[config.mk]
export PLATFORM = sky130hd
export DESIGN_NAME = adcsq_top
export DESIGN_NICKNAME = d
export VERILOG_FILES = /design/src/verilog/adcsq_pkg.sv /design/src/verilog/adcsq_result_mem.sv /design/src/verilog/adcsq_evt_irq.sv /design/src/verilog/adcsq_top.sv
export SDC_FILE = /design/constraint.sdc
export NUM_CORES = 1
export LEC_CHECK = 0
export BUFFER_PORTS_ARGS = -buffer_cell sky130_fd_sc_hd__clkbuf_2
export CORE_MARGIN = 1.5
export CORE_UTILIZATION = 45
export DETAILED_ROUTE_END_ITERATION = 7
export PLACE_DENSITY = 0.72
export SYNTH_ARGS = -nofsm -noshare
export SYNTH_HDL_FRONTEND = slang
export SYNTH_HIERARCHICAL = 1
export SYNTH_SLANG_ARGS = --single-unit
[constraint.sdc]
create_clock -name clk_i -period 6.3 [get_ports clk_i]
set_input_delay 1.26 -clock clk_i [delete_from_list [all_inputs] [get_ports clk_i]]
set_output_delay 1.26 -clock clk_i [all_outputs]
set_load 0.1 [all_outputs]
[src/verilog/adcsq_pkg.sv]
// constants and types shared by the converter sequencer files
package adcsq_pkg;

  localparam int ADCSQ_NUM_CH = 8;
  localparam int ADCSQ_RES_W  = 10;
  localparam int ADCSQ_EVT_N  = 3;

  // byte offsets on the register bus
  localparam logic [7:0] ADCSQ_OFF_CTRL     = 8'h00;
  localparam logic [7:0] ADCSQ_OFF_START    = 8'h04;
  localparam logic [7:0] ADCSQ_OFF_AVAIL    = 8'h08;
  localparam logic [7:0] ADCSQ_OFF_EVT_STAT = 8'h0c;
  localparam logic [7:0] ADCSQ_OFF_EVT_CLR  = 8'h10;
  localparam logic [7:0] ADCSQ_OFF_EVT_EN   = 8'h14;
  localparam logic [7:0] ADCSQ_OFF_RES_BASE = 8'h20;

  // converter_control field positions
  localparam int ADCSQ_CTRL_CHSEL = 0;
  localparam int ADCSQ_CTRL_IRQEN = 3;
  localparam int ADCSQ_CTRL_CD    = 4;
  localparam int ADCSQ_CTRL_MULT  = 5;
  localparam int ADCSQ_CTRL_SCAN  = 6;
  localparam int ADCSQ_CTRL_EN    = 7;
  localparam int ADCSQ_CTRL_PRIO  = 8;
  localparam int ADCSQ_CTRL_CTX   = 11;
  localparam int ADCSQ_START_BIT  = 0;

  localparam logic [2:0] ADCSQ_MASTER_CTX = 3'h0;
  localparam logic [2:0] ADCSQ_CTX_MAX    = 3'h4;
  localparam logic [2:0] ADCSQ_FIRST_CH   = 3'h0;
  localparam logic [2:0] ADCSQ_LAST_CH    = 3'h7;
  localparam logic [6:0] ADCSQ_EXC_NUM    = 7'h4c;

  // reset values
  localparam logic [2:0] ADCSQ_RST_F3  = 3'h0;
  localparam logic       ADCSQ_RST_BIT = 1'b0;
  localparam logic [31:0] ADCSQ_RST_W  = 32'h0000_0000;

  // event status bits
  localparam int ADCSQ_EVT_DONE  = 0;
  localparam int ADCSQ_EVT_STORE = 1;
  localparam int ADCSQ_EVT_OVER  = 2;

  typedef enum logic [1:0] {
    ST_IDLE,
    ST_ISSUE,
    ST_WAIT
  } adcsq_state_type;

endpackage

[src/verilog/adcsq_result_mem.sv]
// per-channel result store with registered read port
`timescale 1ns/1ps
module adcsq_result_mem #(
  parameter int DEPTH = 8,
  parameter int WIDTH = 10
) (
  input  wire logic                     clk_i,
  input  wire logic                     rst_i,
  input  wire logic                     wr_en_i,
  input  wire logic [$clog2(DEPTH)-1:0] wr_addr_i,
  input  wire logic [WIDTH-1:0]         wr_data_i,
  input  wire logic [$clog2(DEPTH)-1:0] rd_addr_i,
  output logic      [WIDTH-1:0]         rd_data_o
);

  logic [WIDTH-1:0] mem [DEPTH];

  // small enough to live in flops, so reset clears every word
  always_ff @(posedge clk_i) begin
    if (rst_i) begin
      for (int i = 0; i < DEPTH; i++) begin
        mem[i] <= '0;
      end
    end else if (wr_en_i) begin
      mem[wr_addr_i] <= wr_data_i;
    end
  end

  always_ff @(posedge clk_i) begin
    if (rst_i) begin
      rd_data_o <= '0;
    end else begin
      rd_data_o <= mem[rd_addr_i];
    end
  end

endmodule

[src/verilog/adcsq_evt_irq.sv]
// sticky event status, write-one clear, enable mask, level interrupt
`timescale 1ns/1ps
module adcsq_evt_irq #(
  parameter int N = 3
) (
  input  wire logic         clk_i,
  input  wire logic         rst_i,
  input  wire logic [N-1:0] evt_i,
  input  wire logic         clr_wr_i,
  input  wire logic         en_wr_i,
  input  wire logic [N-1:0] wdata_i,
  output logic      [N-1:0] status_o,
  output logic      [N-1:0] enable_o,
  output logic              irq_o
);

  logic [N-1:0] next_status;
  logic [N-1:0] next_enable;

  always_comb begin
    // a new event beats a clear landing in the same cycle
    next_status = (status_o & ~(clr_wr_i ? wdata_i : '0)) | evt_i;
    next_enable = en_wr_i ? wdata_i : enable_o;
  end

  always_ff @(posedge clk_i) begin
    if (rst_i) begin
      status_o <= '0;
      enable_o <= '0;
      irq_o    <= 1'b0;
    end else begin
      status_o <= next_status;
      enable_o <= next_enable;
      irq_o    <= |(next_status & next_enable);
    end
  end

endmodule

[src/verilog/adcsq_top.sv]
// converter sequencer: wishbone registers, channel sequencing, results
//
// Summary of operation
// - single mode converts only the selected channel; select ignored in multi
// - multi mode converts channels zero to seven, storing each result at once
// - done flag sets after the channel, or after channel seven in multi
// - control read clears the done flag and drops the converter request
// - start begins a pass, reads one while running, self-clears at end
// - writes to start are ignored while it reads one
// - with scan set, passes repeat until scan or enable is cleared
// - scanning wraps seven to zero in multi, repeats the selected channel in single, overwriting unread results
// - enable powers the core; clearing it halts any conversion
// - request raised on each done flag when interrupt enable is set
// - request goes to the context code; 101 to 111 reserved
// - request carries a three-bit priority from zero to seven
// - context field written only from the master context
// - available bit of a channel sets when its result is stored
// - reading a result clears only that channel's available bit
// - results sit in the low ten bits, upper bits read zero
// - a result stays until a newer conversion of that channel
`timescale 1ns/1ps
module adcsq_top
  import adcsq_pkg::*;
#(
  parameter int NUM_CH = ADCSQ_NUM_CH,
  parameter int RES_W  = ADCSQ_RES_W
) (
  input  wire logic              clk_i,
  input  wire logic              rst_i,
  input  wire logic              wb_cyc_i,
  input  wire logic              wb_stb_i,
  input  wire logic              wb_we_i,
  input  wire logic [7:0]        wb_adr_i,
  input  wire logic [3:0]        wb_sel_i,
  input  wire logic [31:0]       wb_dat_i,
  input  wire logic [2:0]        bus_ctx_i,
  output logic      [31:0]       wb_dat_o,
  output logic                   wb_ack_o,
  output logic                   core_en_o,
  output logic                   core_start_o,
  output logic      [2:0]        core_chan_o,
  input  wire logic              core_done_i,
  input  wire logic [RES_W-1:0]  core_data_i,
  output logic                   conv_irq_o,
  output logic      [2:0]        irq_ctx_o,
  output logic      [2:0]        irq_prio_o,
  output logic                   irq_o
);

  if (NUM_CH != 8) begin : g_bad_ch
    $error("channel count must be eight for a three-bit select");
  end
  if (RES_W < 1 || RES_W > 32) begin : g_bad_w
    $error("result width must be 1 to 32");
  end

  ////////////////////////////////////////////////////////////////////
  // declarations

  adcsq_state_type     state;
  logic                scan;
  logic                mult;
  logic                irq_en;
  logic [2:0]          chsel;
  logic                cd_flag;
  logic                start_flag;
  logic [NUM_CH-1:0]   avail;
  logic [RES_W-1:0]    mem_rdata;
  logic                rd_phase;
  logic [31:0]         next_rdata;
  logic [ADCSQ_EVT_N-1:0] evt_stat;
  logic [ADCSQ_EVT_N-1:0] evt_en;

  logic                req;
  logic                acc_wr;
  logic                acc_rd;
  logic [5:0]          widx;
  logic                hit_ctrl;
  logic                hit_start;
  logic                hit_avail;
  logic                hit_stat;
  logic                hit_clr;
  logic                hit_en;
  logic                hit_res;
  logic                store;
  logic                pass_done;
  logic                pass_stop;
  logic                overrun;
  logic [NUM_CH-1:0]   set_mask;
  logic [NUM_CH-1:0]   clr_mask;
  logic [2:0]          first_ch;

  ////////////////////////////////////////////////////////////////////
  // bus decode

  assign req    = wb_cyc_i & wb_stb_i;
  // side effects land on the edge where the master samples ack
  assign acc_wr = req & wb_ack_o & wb_we_i;
  assign acc_rd = req & wb_ack_o & ~wb_we_i;
  assign widx   = wb_adr_i[7:2];

  always_comb begin
    hit_ctrl  = 1'b0;
    hit_start = 1'b0;
    hit_avail = 1'b0;
    hit_stat  = 1'b0;
    hit_clr   = 1'b0;
    hit_en    = 1'b0;
    hit_res   = 1'b0;
    if (widx == ADCSQ_OFF_CTRL[7:2]) begin
      hit_ctrl = 1'b1;
    end else if (widx == ADCSQ_OFF_START[7:2]) begin
      hit_start = 1'b1;
    end else if (widx == ADCSQ_OFF_AVAIL[7:2]) begin
      hit_avail = 1'b1;
    end else if (widx == ADCSQ_OFF_EVT_STAT[7:2]) begin
      hit_stat = 1'b1;
    end else if (widx == ADCSQ_OFF_EVT_CLR[7:2]) begin
      hit_clr = 1'b1;
    end else if (widx == ADCSQ_OFF_EVT_EN[7:2]) begin
      hit_en = 1'b1;
    end else if (widx[5:3] == ADCSQ_OFF_RES_BASE[7:5]) begin
      hit_res = 1'b1;
    end
  end

  ////////////////////////////////////////////////////////////////////
  // read data; unmapped words and the clear register read zero

  always_comb begin
    next_rdata = ADCSQ_RST_W;
    if (hit_ctrl) begin
      next_rdata[ADCSQ_CTRL_CHSEL +: 3] = chsel;
      next_rdata[ADCSQ_CTRL_IRQEN]      = irq_en;
      next_rdata[ADCSQ_CTRL_CD]         = cd_flag;
      next_rdata[ADCSQ_CTRL_MULT]       = mult;
      next_rdata[ADCSQ_CTRL_SCAN]       = scan;
      next_rdata[ADCSQ_CTRL_EN]         = core_en_o;
      next_rdata[ADCSQ_CTRL_PRIO +: 3]  = irq_prio_o;
      next_rdata[ADCSQ_CTRL_CTX +: 3]   = irq_ctx_o;
    end else if (hit_start) begin
      next_rdata[ADCSQ_START_BIT] = start_flag;
    end else if (hit_avail) begin
      next_rdata[NUM_CH-1:0] = avail;
    end else if (hit_stat) begin
      next_rdata[ADCSQ_EVT_N-1:0] = evt_stat;
    end else if (hit_en) begin
      next_rdata[ADCSQ_EVT_N-1:0] = evt_en;
    end else if (hit_res) begin
      next_rdata[RES_W-1:0] = mem_rdata;
    end
  end

  ////////////////////////////////////////////////////////////////////
  // wishbone handshake: one cycle to fetch the result word, then ack

  always_ff @(posedge clk_i) begin
    if (rst_i) begin
      rd_phase <= 1'b0;
      wb_ack_o <= 1'b0;
      wb_dat_o <= ADCSQ_RST_W;
    end else begin
      rd_phase <= req & ~wb_ack_o & ~rd_phase;
      wb_ack_o <= rd_phase & req;
      if (rd_phase & req) begin
        wb_dat_o <= next_rdata;
      end
    end
  end

  ////////////////////////////////////////////////////////////////////
  // converter_control fields

  always_ff @(posedge clk_i) begin
    if (rst_i) begin
      core_en_o <= ADCSQ_RST_BIT;
      scan      <= ADCSQ_RST_BIT;
      mult      <= ADCSQ_RST_BIT;
      irq_en    <= ADCSQ_RST_BIT;
      chsel     <= ADCSQ_RST_F3;
    end else if (acc_wr & hit_ctrl & wb_sel_i[0]) begin
      core_en_o <= wb_dat_i[ADCSQ_CTRL_EN];
      scan      <= wb_dat_i[ADCSQ_CTRL_SCAN];
      mult      <= wb_dat_i[ADCSQ_CTRL_MULT];
      irq_en    <= wb_dat_i[ADCSQ_CTRL_IRQEN];
      chsel     <= wb_dat_i[ADCSQ_CTRL_CHSEL +: 3];
    end
  end

  always_ff @(posedge clk_i) begin
    if (rst_i) begin
      irq_prio_o <= ADCSQ_RST_F3;
    end else if (acc_wr & hit_ctrl & wb_sel_i[1]) begin
      irq_prio_o <= wb_dat_i[ADCSQ_CTRL_PRIO +: 3];
    end
  end

  // reserved context codes are refused so the field always names a context
  always_ff @(posedge clk_i) begin
    if (rst_i) begin
      irq_ctx_o <= ADCSQ_RST_F3;
    end else if (acc_wr & hit_ctrl & wb_sel_i[1]) begin
      if (bus_ctx_i == ADCSQ_MASTER_CTX &&
          wb_dat_i[ADCSQ_CTRL_CTX +: 3] <= ADCSQ_CTX_MAX) begin
        irq_ctx_o <= wb_dat_i[ADCSQ_CTRL_CTX +: 3];
      end
    end
  end

  ////////////////////////////////////////////////////////////////////
  // sequencer status terms

  assign store     = (state == ST_WAIT) & core_en_o & core_done_i;
  assign pass_done = store & (~mult | (core_chan_o == ADCSQ_LAST_CH));
  assign pass_stop = pass_done & ~scan;
  assign overrun   = store & avail[core_chan_o];
  assign first_ch  = mult ? ADCSQ_FIRST_CH : chsel;

  ////////////////////////////////////////////////////////////////////
  // start bit

  always_ff @(posedge clk_i) begin
    if (rst_i) begin
      start_flag <= ADCSQ_RST_BIT;
    end else if (~core_en_o) begin
      start_flag <= 1'b0;
    end else if (pass_stop) begin
      start_flag <= 1'b0;
    end else if (acc_wr & hit_start & wb_sel_i[0] & ~start_flag) begin
      start_flag <= wb_dat_i[ADCSQ_START_BIT];
    end
  end

  ////////////////////////////////////////////////////////////////////
  // channel sequencer

  always_ff @(posedge clk_i) begin
    if (rst_i) begin
      state        <= ST_IDLE;
      core_chan_o  <= ADCSQ_FIRST_CH;
      core_start_o <= 1'b0;
    end else begin
      core_start_o <= 1'b0;
      case (state)
        ST_IDLE: begin
          if (start_flag & core_en_o) begin
            core_chan_o <= first_ch;
            state       <= ST_ISSUE;
          end
        end
        ST_ISSUE: begin
          if (~core_en_o |
              (acc_wr & hit_ctrl & wb_sel_i[0] & ~wb_dat_i[ADCSQ_CTRL_EN])) begin
            state <= ST_IDLE;
          end else begin
            core_start_o <= 1'b1;
            state        <= ST_WAIT;
          end
        end
        ST_WAIT: begin
          if (~core_en_o) begin
            state <= ST_IDLE;
          end else if (core_done_i) begin
            if (mult && core_chan_o != ADCSQ_LAST_CH) begin
              core_chan_o <= core_chan_o + 3'h1;
              state       <= ST_ISSUE;
            end else if (scan) begin
              core_chan_o <= first_ch;
              state       <= ST_ISSUE;
            end else begin
              state <= ST_IDLE;
            end
          end
        end
        default: begin
          state <= ST_IDLE;
        end
      endcase
    end
  end

  ////////////////////////////////////////////////////////////////////
  // done flag and converter request

  always_ff @(posedge clk_i) begin
    if (rst_i) begin
      cd_flag <= ADCSQ_RST_BIT;
    end else if (pass_done) begin
      cd_flag <= 1'b1;
    end else if (acc_rd & hit_ctrl) begin
      cd_flag <= 1'b0;
    end
  end

  always_ff @(posedge clk_i) begin
    if (rst_i) begin
      conv_irq_o <= 1'b0;
    end else if (pass_done & irq_en) begin
      conv_irq_o <= 1'b1;
    end else if ((acc_rd & hit_ctrl) | ~irq_en) begin
      conv_irq_o <= 1'b0;
    end
  end

  ////////////////////////////////////////////////////////////////////
  // data-available flags

  always_comb begin
    set_mask = '0;
    clr_mask = '0;
    if (store) begin
      set_mask[core_chan_o] = 1'b1;
    end
    if (acc_rd & hit_res) begin
      clr_mask[widx[2:0]] = 1'b1;
    end
  end

  always_ff @(posedge clk_i) begin
    if (rst_i) begin
      avail <= '0;
    end else begin
      // set on store, clear own bit on read
      avail <= (avail & ~clr_mask) | set_mask;
    end
  end

  ////////////////////////////////////////////////////////////////////
  // results and event interrupt

  // a word changes only when its channel converts again
  adcsq_result_mem #(
    .DEPTH (NUM_CH),
    .WIDTH (RES_W)
  ) u_mem (
    .clk_i     (clk_i),
    .rst_i     (rst_i),
    .wr_en_i   (store),
    .wr_addr_i (core_chan_o),
    .wr_data_i (core_data_i),
    .rd_addr_i (widx[2:0]),
    .rd_data_o (mem_rdata)
  );

  adcsq_evt_irq #(
    .N (ADCSQ_EVT_N)
  ) u_evt (
    .clk_i    (clk_i),
    .rst_i    (rst_i),
    .evt_i    ({overrun, store, pass_done}),
    .clr_wr_i (acc_wr & hit_clr & wb_sel_i[0]),
    .en_wr_i  (acc_wr & hit_en & wb_sel_i[0]),
    .wdata_i  (wb_dat_i[ADCSQ_EVT_N-1:0]),
    .status_o (evt_stat),
    .enable_o (evt_en),
    .irq_o    (irq_o)
  );

endmodule

==> impl_metrics.csv, run 1 <==
group,metric,value,unit
run_status,outcome,"complete, no violations",
sta,timing.hold.ws,0.451,ns
cts,holdBufCountCts,0,
final_layout,fillCellCount,1202,
drt,vias_per_cell,5.64,
final_layout,final_layout_size_suffix_gt1_frac,0.233,
sta,slew_viol_final,0,
power,power_density,300,nW/um^2
floorplan,initial_core_util,0.458,
critical_path,path_cells,"clkbuf_2 -> or4_1 -> nor3_1 -> mux2i_1 -> a211o_1 -> o221ai_2",
global_routing,grt_max_degree,47,
power,leakagePower,2.94,nW
global_routing,grt_pass1_wl,23200,um
critical_path,rr_worst_depth,6,
critical_path,crit_buf_inv,1,
floorplan,die-area,15400,um^2
drt,drc_errors,0,
floorplan,die_w,124,um
floorplan,die_h,124,um
synth,synth-edff-count,80,
sta,setup_violations,0,
cts,htreeDepth,4,
floorplan,core-area,14400,um^2
power,max-vdd-ir-drop,216,uV
critical_path,endpoint_kind,"register",
drt,post_drt_wl_per_cell,18.4,um
synth,synth_area_leaders,"edfxtp_1, dfxtp_1, and2_1, mux4_2, mux2i_1",
cts,clockBufferDepth,2,
sta,fin_skew,0.00610,ns
floorplan,core.rowCount,44,
final_layout,nets,674,
critical_path,cp_slowest_cell,"or4_1",
cts,ctsResizeCount,0,
cts,clk_pin_slew,0.06,ns
placement,place.gp.congestion,0.849,
drt,antenna_left,0,
synth,synth_top_area_share,0.363,
synth,seq_area_frac_synth,0.554,
synth,synth_top_area_cell,"edfxtp_1",
critical_path,critPathArrivalTime,3.74,ns
global_routing,grt-ovfl-total,0,
critical_path,crit_cells,6,
critical_path,worstPathMaxFanout,26,
cts,numClockSinks,143,
cts,cts_setup_buffers,0,
synth,syn_inst,554,
synth,postSynth.asyncResetShare,0,
synth,synth_flop_cell,"edfxtp_1",
cts,cts_tree,"built",
drt,vias,4543,
drt,first_pass_iters,5,
final_layout,area_growth,15.0,%
global_routing,grt_util_all_layers,0.194,
critical_path,cpLargestDelayFamily,"simple AND/OR/NAND/NOR gates",
sta,slew_headroom,0.225,
sta,fin_crit,3.44,ns
sta,fin_crit_sh,0.546,
critical_path,worstPathRequired,6.59,ns
floorplan,io_pins,109,
critical_path,slowest_delay,0.86,ns
global_routing,grt_pass1_vias,4431,
cts,clk_latency,0.42,ns
final_layout,antenna_cells,0,
synth,synth_cell_types,69,
sta,tightestPinTransition,1.15,ns
synth,yosys_warnings,6,
drt,routed_wl,14900,um
synth,synth_area,6610,um^2
critical_path,timing_worst_setup_path_type,"primary input to register",
sta,hold_viol,0,
critical_path,critPathLaunchType,"primary input",
worst_hold_path,hold_depth,2,
cts,numCtsBuffers,17,
global_routing,antenna_found_initial,0,
synth,synth_seq_cells,143,
run,maxCapViolCount,0,
cts,cts-root-buf,"clkbuf_16",
worst_hold_path,hold_path_class,"register to register",
drt,drtIter0Drc,489,
synth,synth_area_per_cell,11.9,um^2
placement,dpl.hpwl,9980,um
sta,fmax,290,MHz
sta,tns,0,ns
sta,rsz0062_at_grt,"false",
placement,io_buffer_count,67,
metrics by stage:
| step | std cells | utilization | worst slack (ns) | total power [mW] | area [um^2] |
|---|---|---|---|---|---|
| finish | 806 | 0.527 | 2.86 | 2.28 | 7600 |
| global route | 806 | 0.527 | 2.55 | 2.34 | 7600 |
| CTS | 806 | 0.527 | 2.80 | 2.29 | 7600 |
| detailed placement | 774 | 0.482 | 2.37 | 1.21 | 6960 |
| global placement | 774 | 0.482 | 2.42 | 1.20 | 6960 |
| floorplan | 571 | - | 3.36 | 1.17 | 6680 |
placed cells by master, fill, tap and decap left out, types with 4 or more instances in the layout:
cell type	instances
and2_1	81
edfxtp_1	80
clkbuf_2	67
dfxtp_1	63
nor2_1	38
mux2i_1	29
nand2_1	27
mux4_2	20
conb_1	18
a21oi_1	17
clkbuf_16	17
o21ai_0	14
nand3_1	12
inv_1	11
nor3_1	10
or2_2	9
nor2b_1	6
nand2b_1	6
o211ai_1	5
a222oi_1	5
bufinv_16	5
nor4_1	4
and3_1	4
nor2_2	4
clkinv_4	4
kinds of logic (layout without fill, tap and decap cells):
family | count (synthesis) | after routing | share of synthesized area
AND/OR/NAND/NOR | 224 | 224 | 0.194
flip-flops | 143 | 143 | 0.554
AO/OA/AOI/OAI | 74 | 74 | 0.0835
buffers and inverters | 61 | 112 | 0.0517
multiplexers | 49 | 49 | 0.112
adder cells (fa/ha/maj) | 2 | 2 | 0.00378
other | 1 | 18 | 0.000567
area by class of cell:
| type | count | area, um^2 | area share |
|---|---|---|---|
| clock inverter | 14 | 215 | 0.0283 |
| sequential | 143 | 3660 | 0.482 |
| clock buffer | 18 | 429 | 0.0565 |
| timing repair buffer | 69 | 350 | 0.0461 |
| tap | 184 | 230 | 0.0303 |
| inverter | 11 | 41.3 | 0.00543 |
| multi-input combinational | 367 | 2670 | 0.351 |
final timing paths:
kind           startpoint               to  slack [ns]
max           wb_adr_i[3]      u_evt/irq_o        2.86
min          wb_dat_o[10]     wb_dat_o[10]        0.45
max reg2reg      state[1]  u_mem/mem[1][8]        3.05
min reg2reg  wb_dat_o[10]     wb_dat_o[10]        0.45
flip-flops by register name, summed over array words and instances (netlist names), 3 cells and up:
register / flops
wb_dat_o: 14
u_mem/mem: 80
u_evt/enable_o: 3
chsel: 3
core_chan_o: 3
u_evt/status_o: 3
irq_ctx_o: 3
avail: 8
irq_prio_o: 3
u_mem/rd_data_o: 10
Yosys cell counts (5+ instances only):
cell,n
nor3_1,10
nand2_1,27
o21ai_0,14
o211ai_1,5
mux2i_1,29
a222oi_1,5
nor2b_1,6
dfxtp_1,63
and2_1,81
a21oi_1,17
or2_2,9
nand3_1,12
buf_4,25
nand2b_1,6
nor2_1,38
inv_1,11
mux4_2,20
edfxtp_1,80
clkbuf_1,19
layer usage:
metal  global-route usage  share of wire
met4               0.0737          0.024
met3               0.0435          0.053
met2                0.328           0.49
met1                0.242           0.43
met5                    0              0
worst min-delay path: stages, from the launching register on:
cell and delay [ns]:
dfxtp_1 0.31, nand2_1 0.05, a21oi_1 0.05
power breakdown:
part           switching [mW]  internal [mW]
Clock                   0.387          0.702
Combinational           0.119         0.0434
Sequential            0.00913           1.02
No activity file was read; power rests on OpenSTA's default activity.
==> inputs of run 2 (changes only) <==
- ABC_AREA: unset -> 1
- clock period: 6.3 -> 3.5 ns (I/O delays scaled with it)
==> impl_metrics.csv, run 2 <==
group,metric,value,unit
drt,routed_wl,16200,um
synth,yosys_warnings,6,
cts,ctsResizeCount,0,
global_routing,antenna_found_initial,0,
final_layout,largest_reg_flops,80,
global_routing,grt_pass1_wl,25800,um
drt,drc_errors,0,
placement,place.gp.congestion,0.866,
critical_path,worstPathMaxFanout,14,
drt,vias_per_cell,5.17,
final_layout,reg_top3,"u_mem/mem: 80 flops, wb_dat_o: 14 flops, u_mem/rd_data_o: 10 flops",
global_routing,grt_util_all_layers,0.208,
floorplan,core.rowCount,45,
synth,synth_area_per_cell,8.18,um^2
critical_path,worstPathRequired,2.80,ns
power,leakagePower,3.55,nW
sta,hold_viol,0,
sta,slew_viol_final,0,
final_layout,final_area,7800,um^2
cts,cts_setup_buffers,0,
sta,tns,0,ns
floorplan,die_w,128,um
synth,synth_flop_cell,"edfxtp_1",
critical_path,endpoint_kind,"output pin",
final_layout,nets,970,
synth,synth_top_area_cell,"edfxtp_1",
power,power_density,495,nW/um^2
critical_path,crit_buf_inv,1,
sta,tightestPinTransition,0.769,ns
global_routing,grt_max_degree,45,
synth,synth_area_leaders,"edfxtp_1, dfxtp_1, nand2_1, inv_1, nor2_1",
power,power.total,3.86,mW
cts,numCtsBuffers,17,
critical_path,path_cells,"clkbuf_2",
critical_path,timing_worst_setup_path_type,"register to output pin",
final_layout,antenna_cells,0,
drt,vias,5714,
synth,synth-edff-count,80,
sta,fin_crit,2.36,ns
cts,clk_latency,0.42,ns
final_layout,final_common_cell,"nand2_1",
cts,clk_pin_slew,0.06,ns
critical_path,critPathLaunchType,"register",
sta,timing.hold.ws,0.422,ns
final_layout,top_register,"u_mem/mem",
synth,yosys-top-cells-count,"nand2_1, inv_1, nor2_1, edfxtp_1, nand3_1",
run,maxCapViolCount,0,
run_status,outcome,"complete, no violations",
sta,fin_skew,0.00776,ns
critical_path,slowest_delay,0.68,ns
floorplan,die-area,16300,um^2
synth,synth_most_common_cell,"nand2_1",
drt,antenna_left,0,
global_routing,grt_pass1_vias,5172,
cts,holdBufCountCts,0,
drt,drtIter0Drc,670,
floorplan,die_h,128,um
cts,clockBufferDepth,2,
cts,cts_tree,"built",
synth,seq_area_frac_synth,0.524,
critical_path,critPathArrivalTime,1.66,ns
sta,setup_violations,0,
cts,htreeDepth,4,
power,max-vdd-ir-drop,391,uV
global_routing,grt-ovfl-total,0,
floorplan,io_pins,109,
placement,dpl.hpwl,10800,um
final_layout,area_growth,11.6,%
placement,place_area,7250,um^2
sta,slew_headroom,0.487,
final_layout,layout_common_cells,"nand2_1, inv_1, nor2_1",
floorplan,core-area,15200,um^2
synth,synth_area,6990,um^2
cts,cts-root-buf,"clkbuf_16",
synth,synth_seq_cells,143,
critical_path,cpLargestDelayFamily,"flip-flops",
placement,io_buffer_count,67,
floorplan,initial_core_util,0.460,
worst_hold_path,hold_path_class,"register to register",
drt,first_pass_iters,7,
synth,syn_inst,855,
sta,fin_crit_sh,0.675,
synth,synth_cell_types,34,
critical_path,cp_slowest_cell,"dfxtp_1",
synth,synth_top_area_share,0.344,
cts,numClockSinks,143,
synth,postSynth.asyncResetShare,0,
sta,fmax,423,MHz
drt,post_drt_wl_per_cell,14.7,um
final_layout,final_layout_size_suffix_gt1_frac,0.137,
sta,rsz0062_at_grt,"false",
==> run 2: cell count changes after synthesis, moves of 11 or more <==
cell	before	now
nand2_1	27	177
inv_1	11	128
nor2_1	38	125
and2_1	81	0
nand3_1	12	65
a21oi_1	17	51
mux2i_1	29	0
nand4_1	1	23
o21ai_0	14	36
mux4_2	20	0
buf_2	3	15
buf_6	2	14
clkbuf_1	19	8
==> run 2: logic make-up (layout without fill, tap and decap cells) <==
group	after synthesis	after routing	share of synthesized area
adder cells (fa/ha/maj)	2	2	0.00358
flip-flops	143	143	0.524
other	1	18	0.000536
buffers and inverters	190	236	0.131
AND/OR/NAND/NOR	416	416	0.263
AO/OA/AOI/OAI	103	103	0.0778
==> run 2: per-layer routing <==
metal,global-route usage,vias to the layer above,wire length [um]
li1,-,2809,-
met1,0.270,2635,6910
met2,0.340,238,7640
met3,0.0486,32,1340
met4,0.0760,0,360
met5,0,-,0
==> run 2: final timing paths <==
| check | from | end | slack, ns | depth (start not counted) |
|---|---|---|---|---|
| max | core_chan_o[0] | core_chan_o[0] | 1.14 | 1 |
| min | rd_phase | rd_phase | 0.42 | 1 |
| max reg2reg | state[1] | u_mem/mem[2][3] | 1.21 | 8 |
| min reg2reg | rd_phase | rd_phase | 0.42 | 1 |
==> run 2: through the flow <==
step                      std cells  setup slack [ns]  utilization
after floorplan                 872             0.972            -
after global placement         1074             0.815        0.477
after detailed placement       1074             0.809        0.477
after CTS                      1106              1.15        0.513
after global routing           1106             0.998        0.513
final                          1106              1.14        0.513
==> run 2: worst register-to-register path, delay by kind of cell, from the launching register on <==
family	cells	cell delay (ns)
simple gates	7	1.53
flops	1	0.33
buf+inv	1	0.07
==> run 2: power breakdown <==
part           internal (mW)  total [mW]  switching [mW]  leakage (nW)
registers               1.82        1.83          0.0139          1.31
logic                 0.0650       0.341           0.276          1.97
clock network           1.01        1.68           0.668         0.277
total                   2.90        3.86           0.958          3.55
==> run 2: cell type report <==
cell class	count	area, um^2
Fill cell	1413	7400
Sequential cell	143	3660
Multi-Input combinational cell	539	2480
Inverter	133	507
Clock buffer	22	465
Timing Repair Buffer	71	365
Tap cell	188	235
Clock inverter	10	87.6
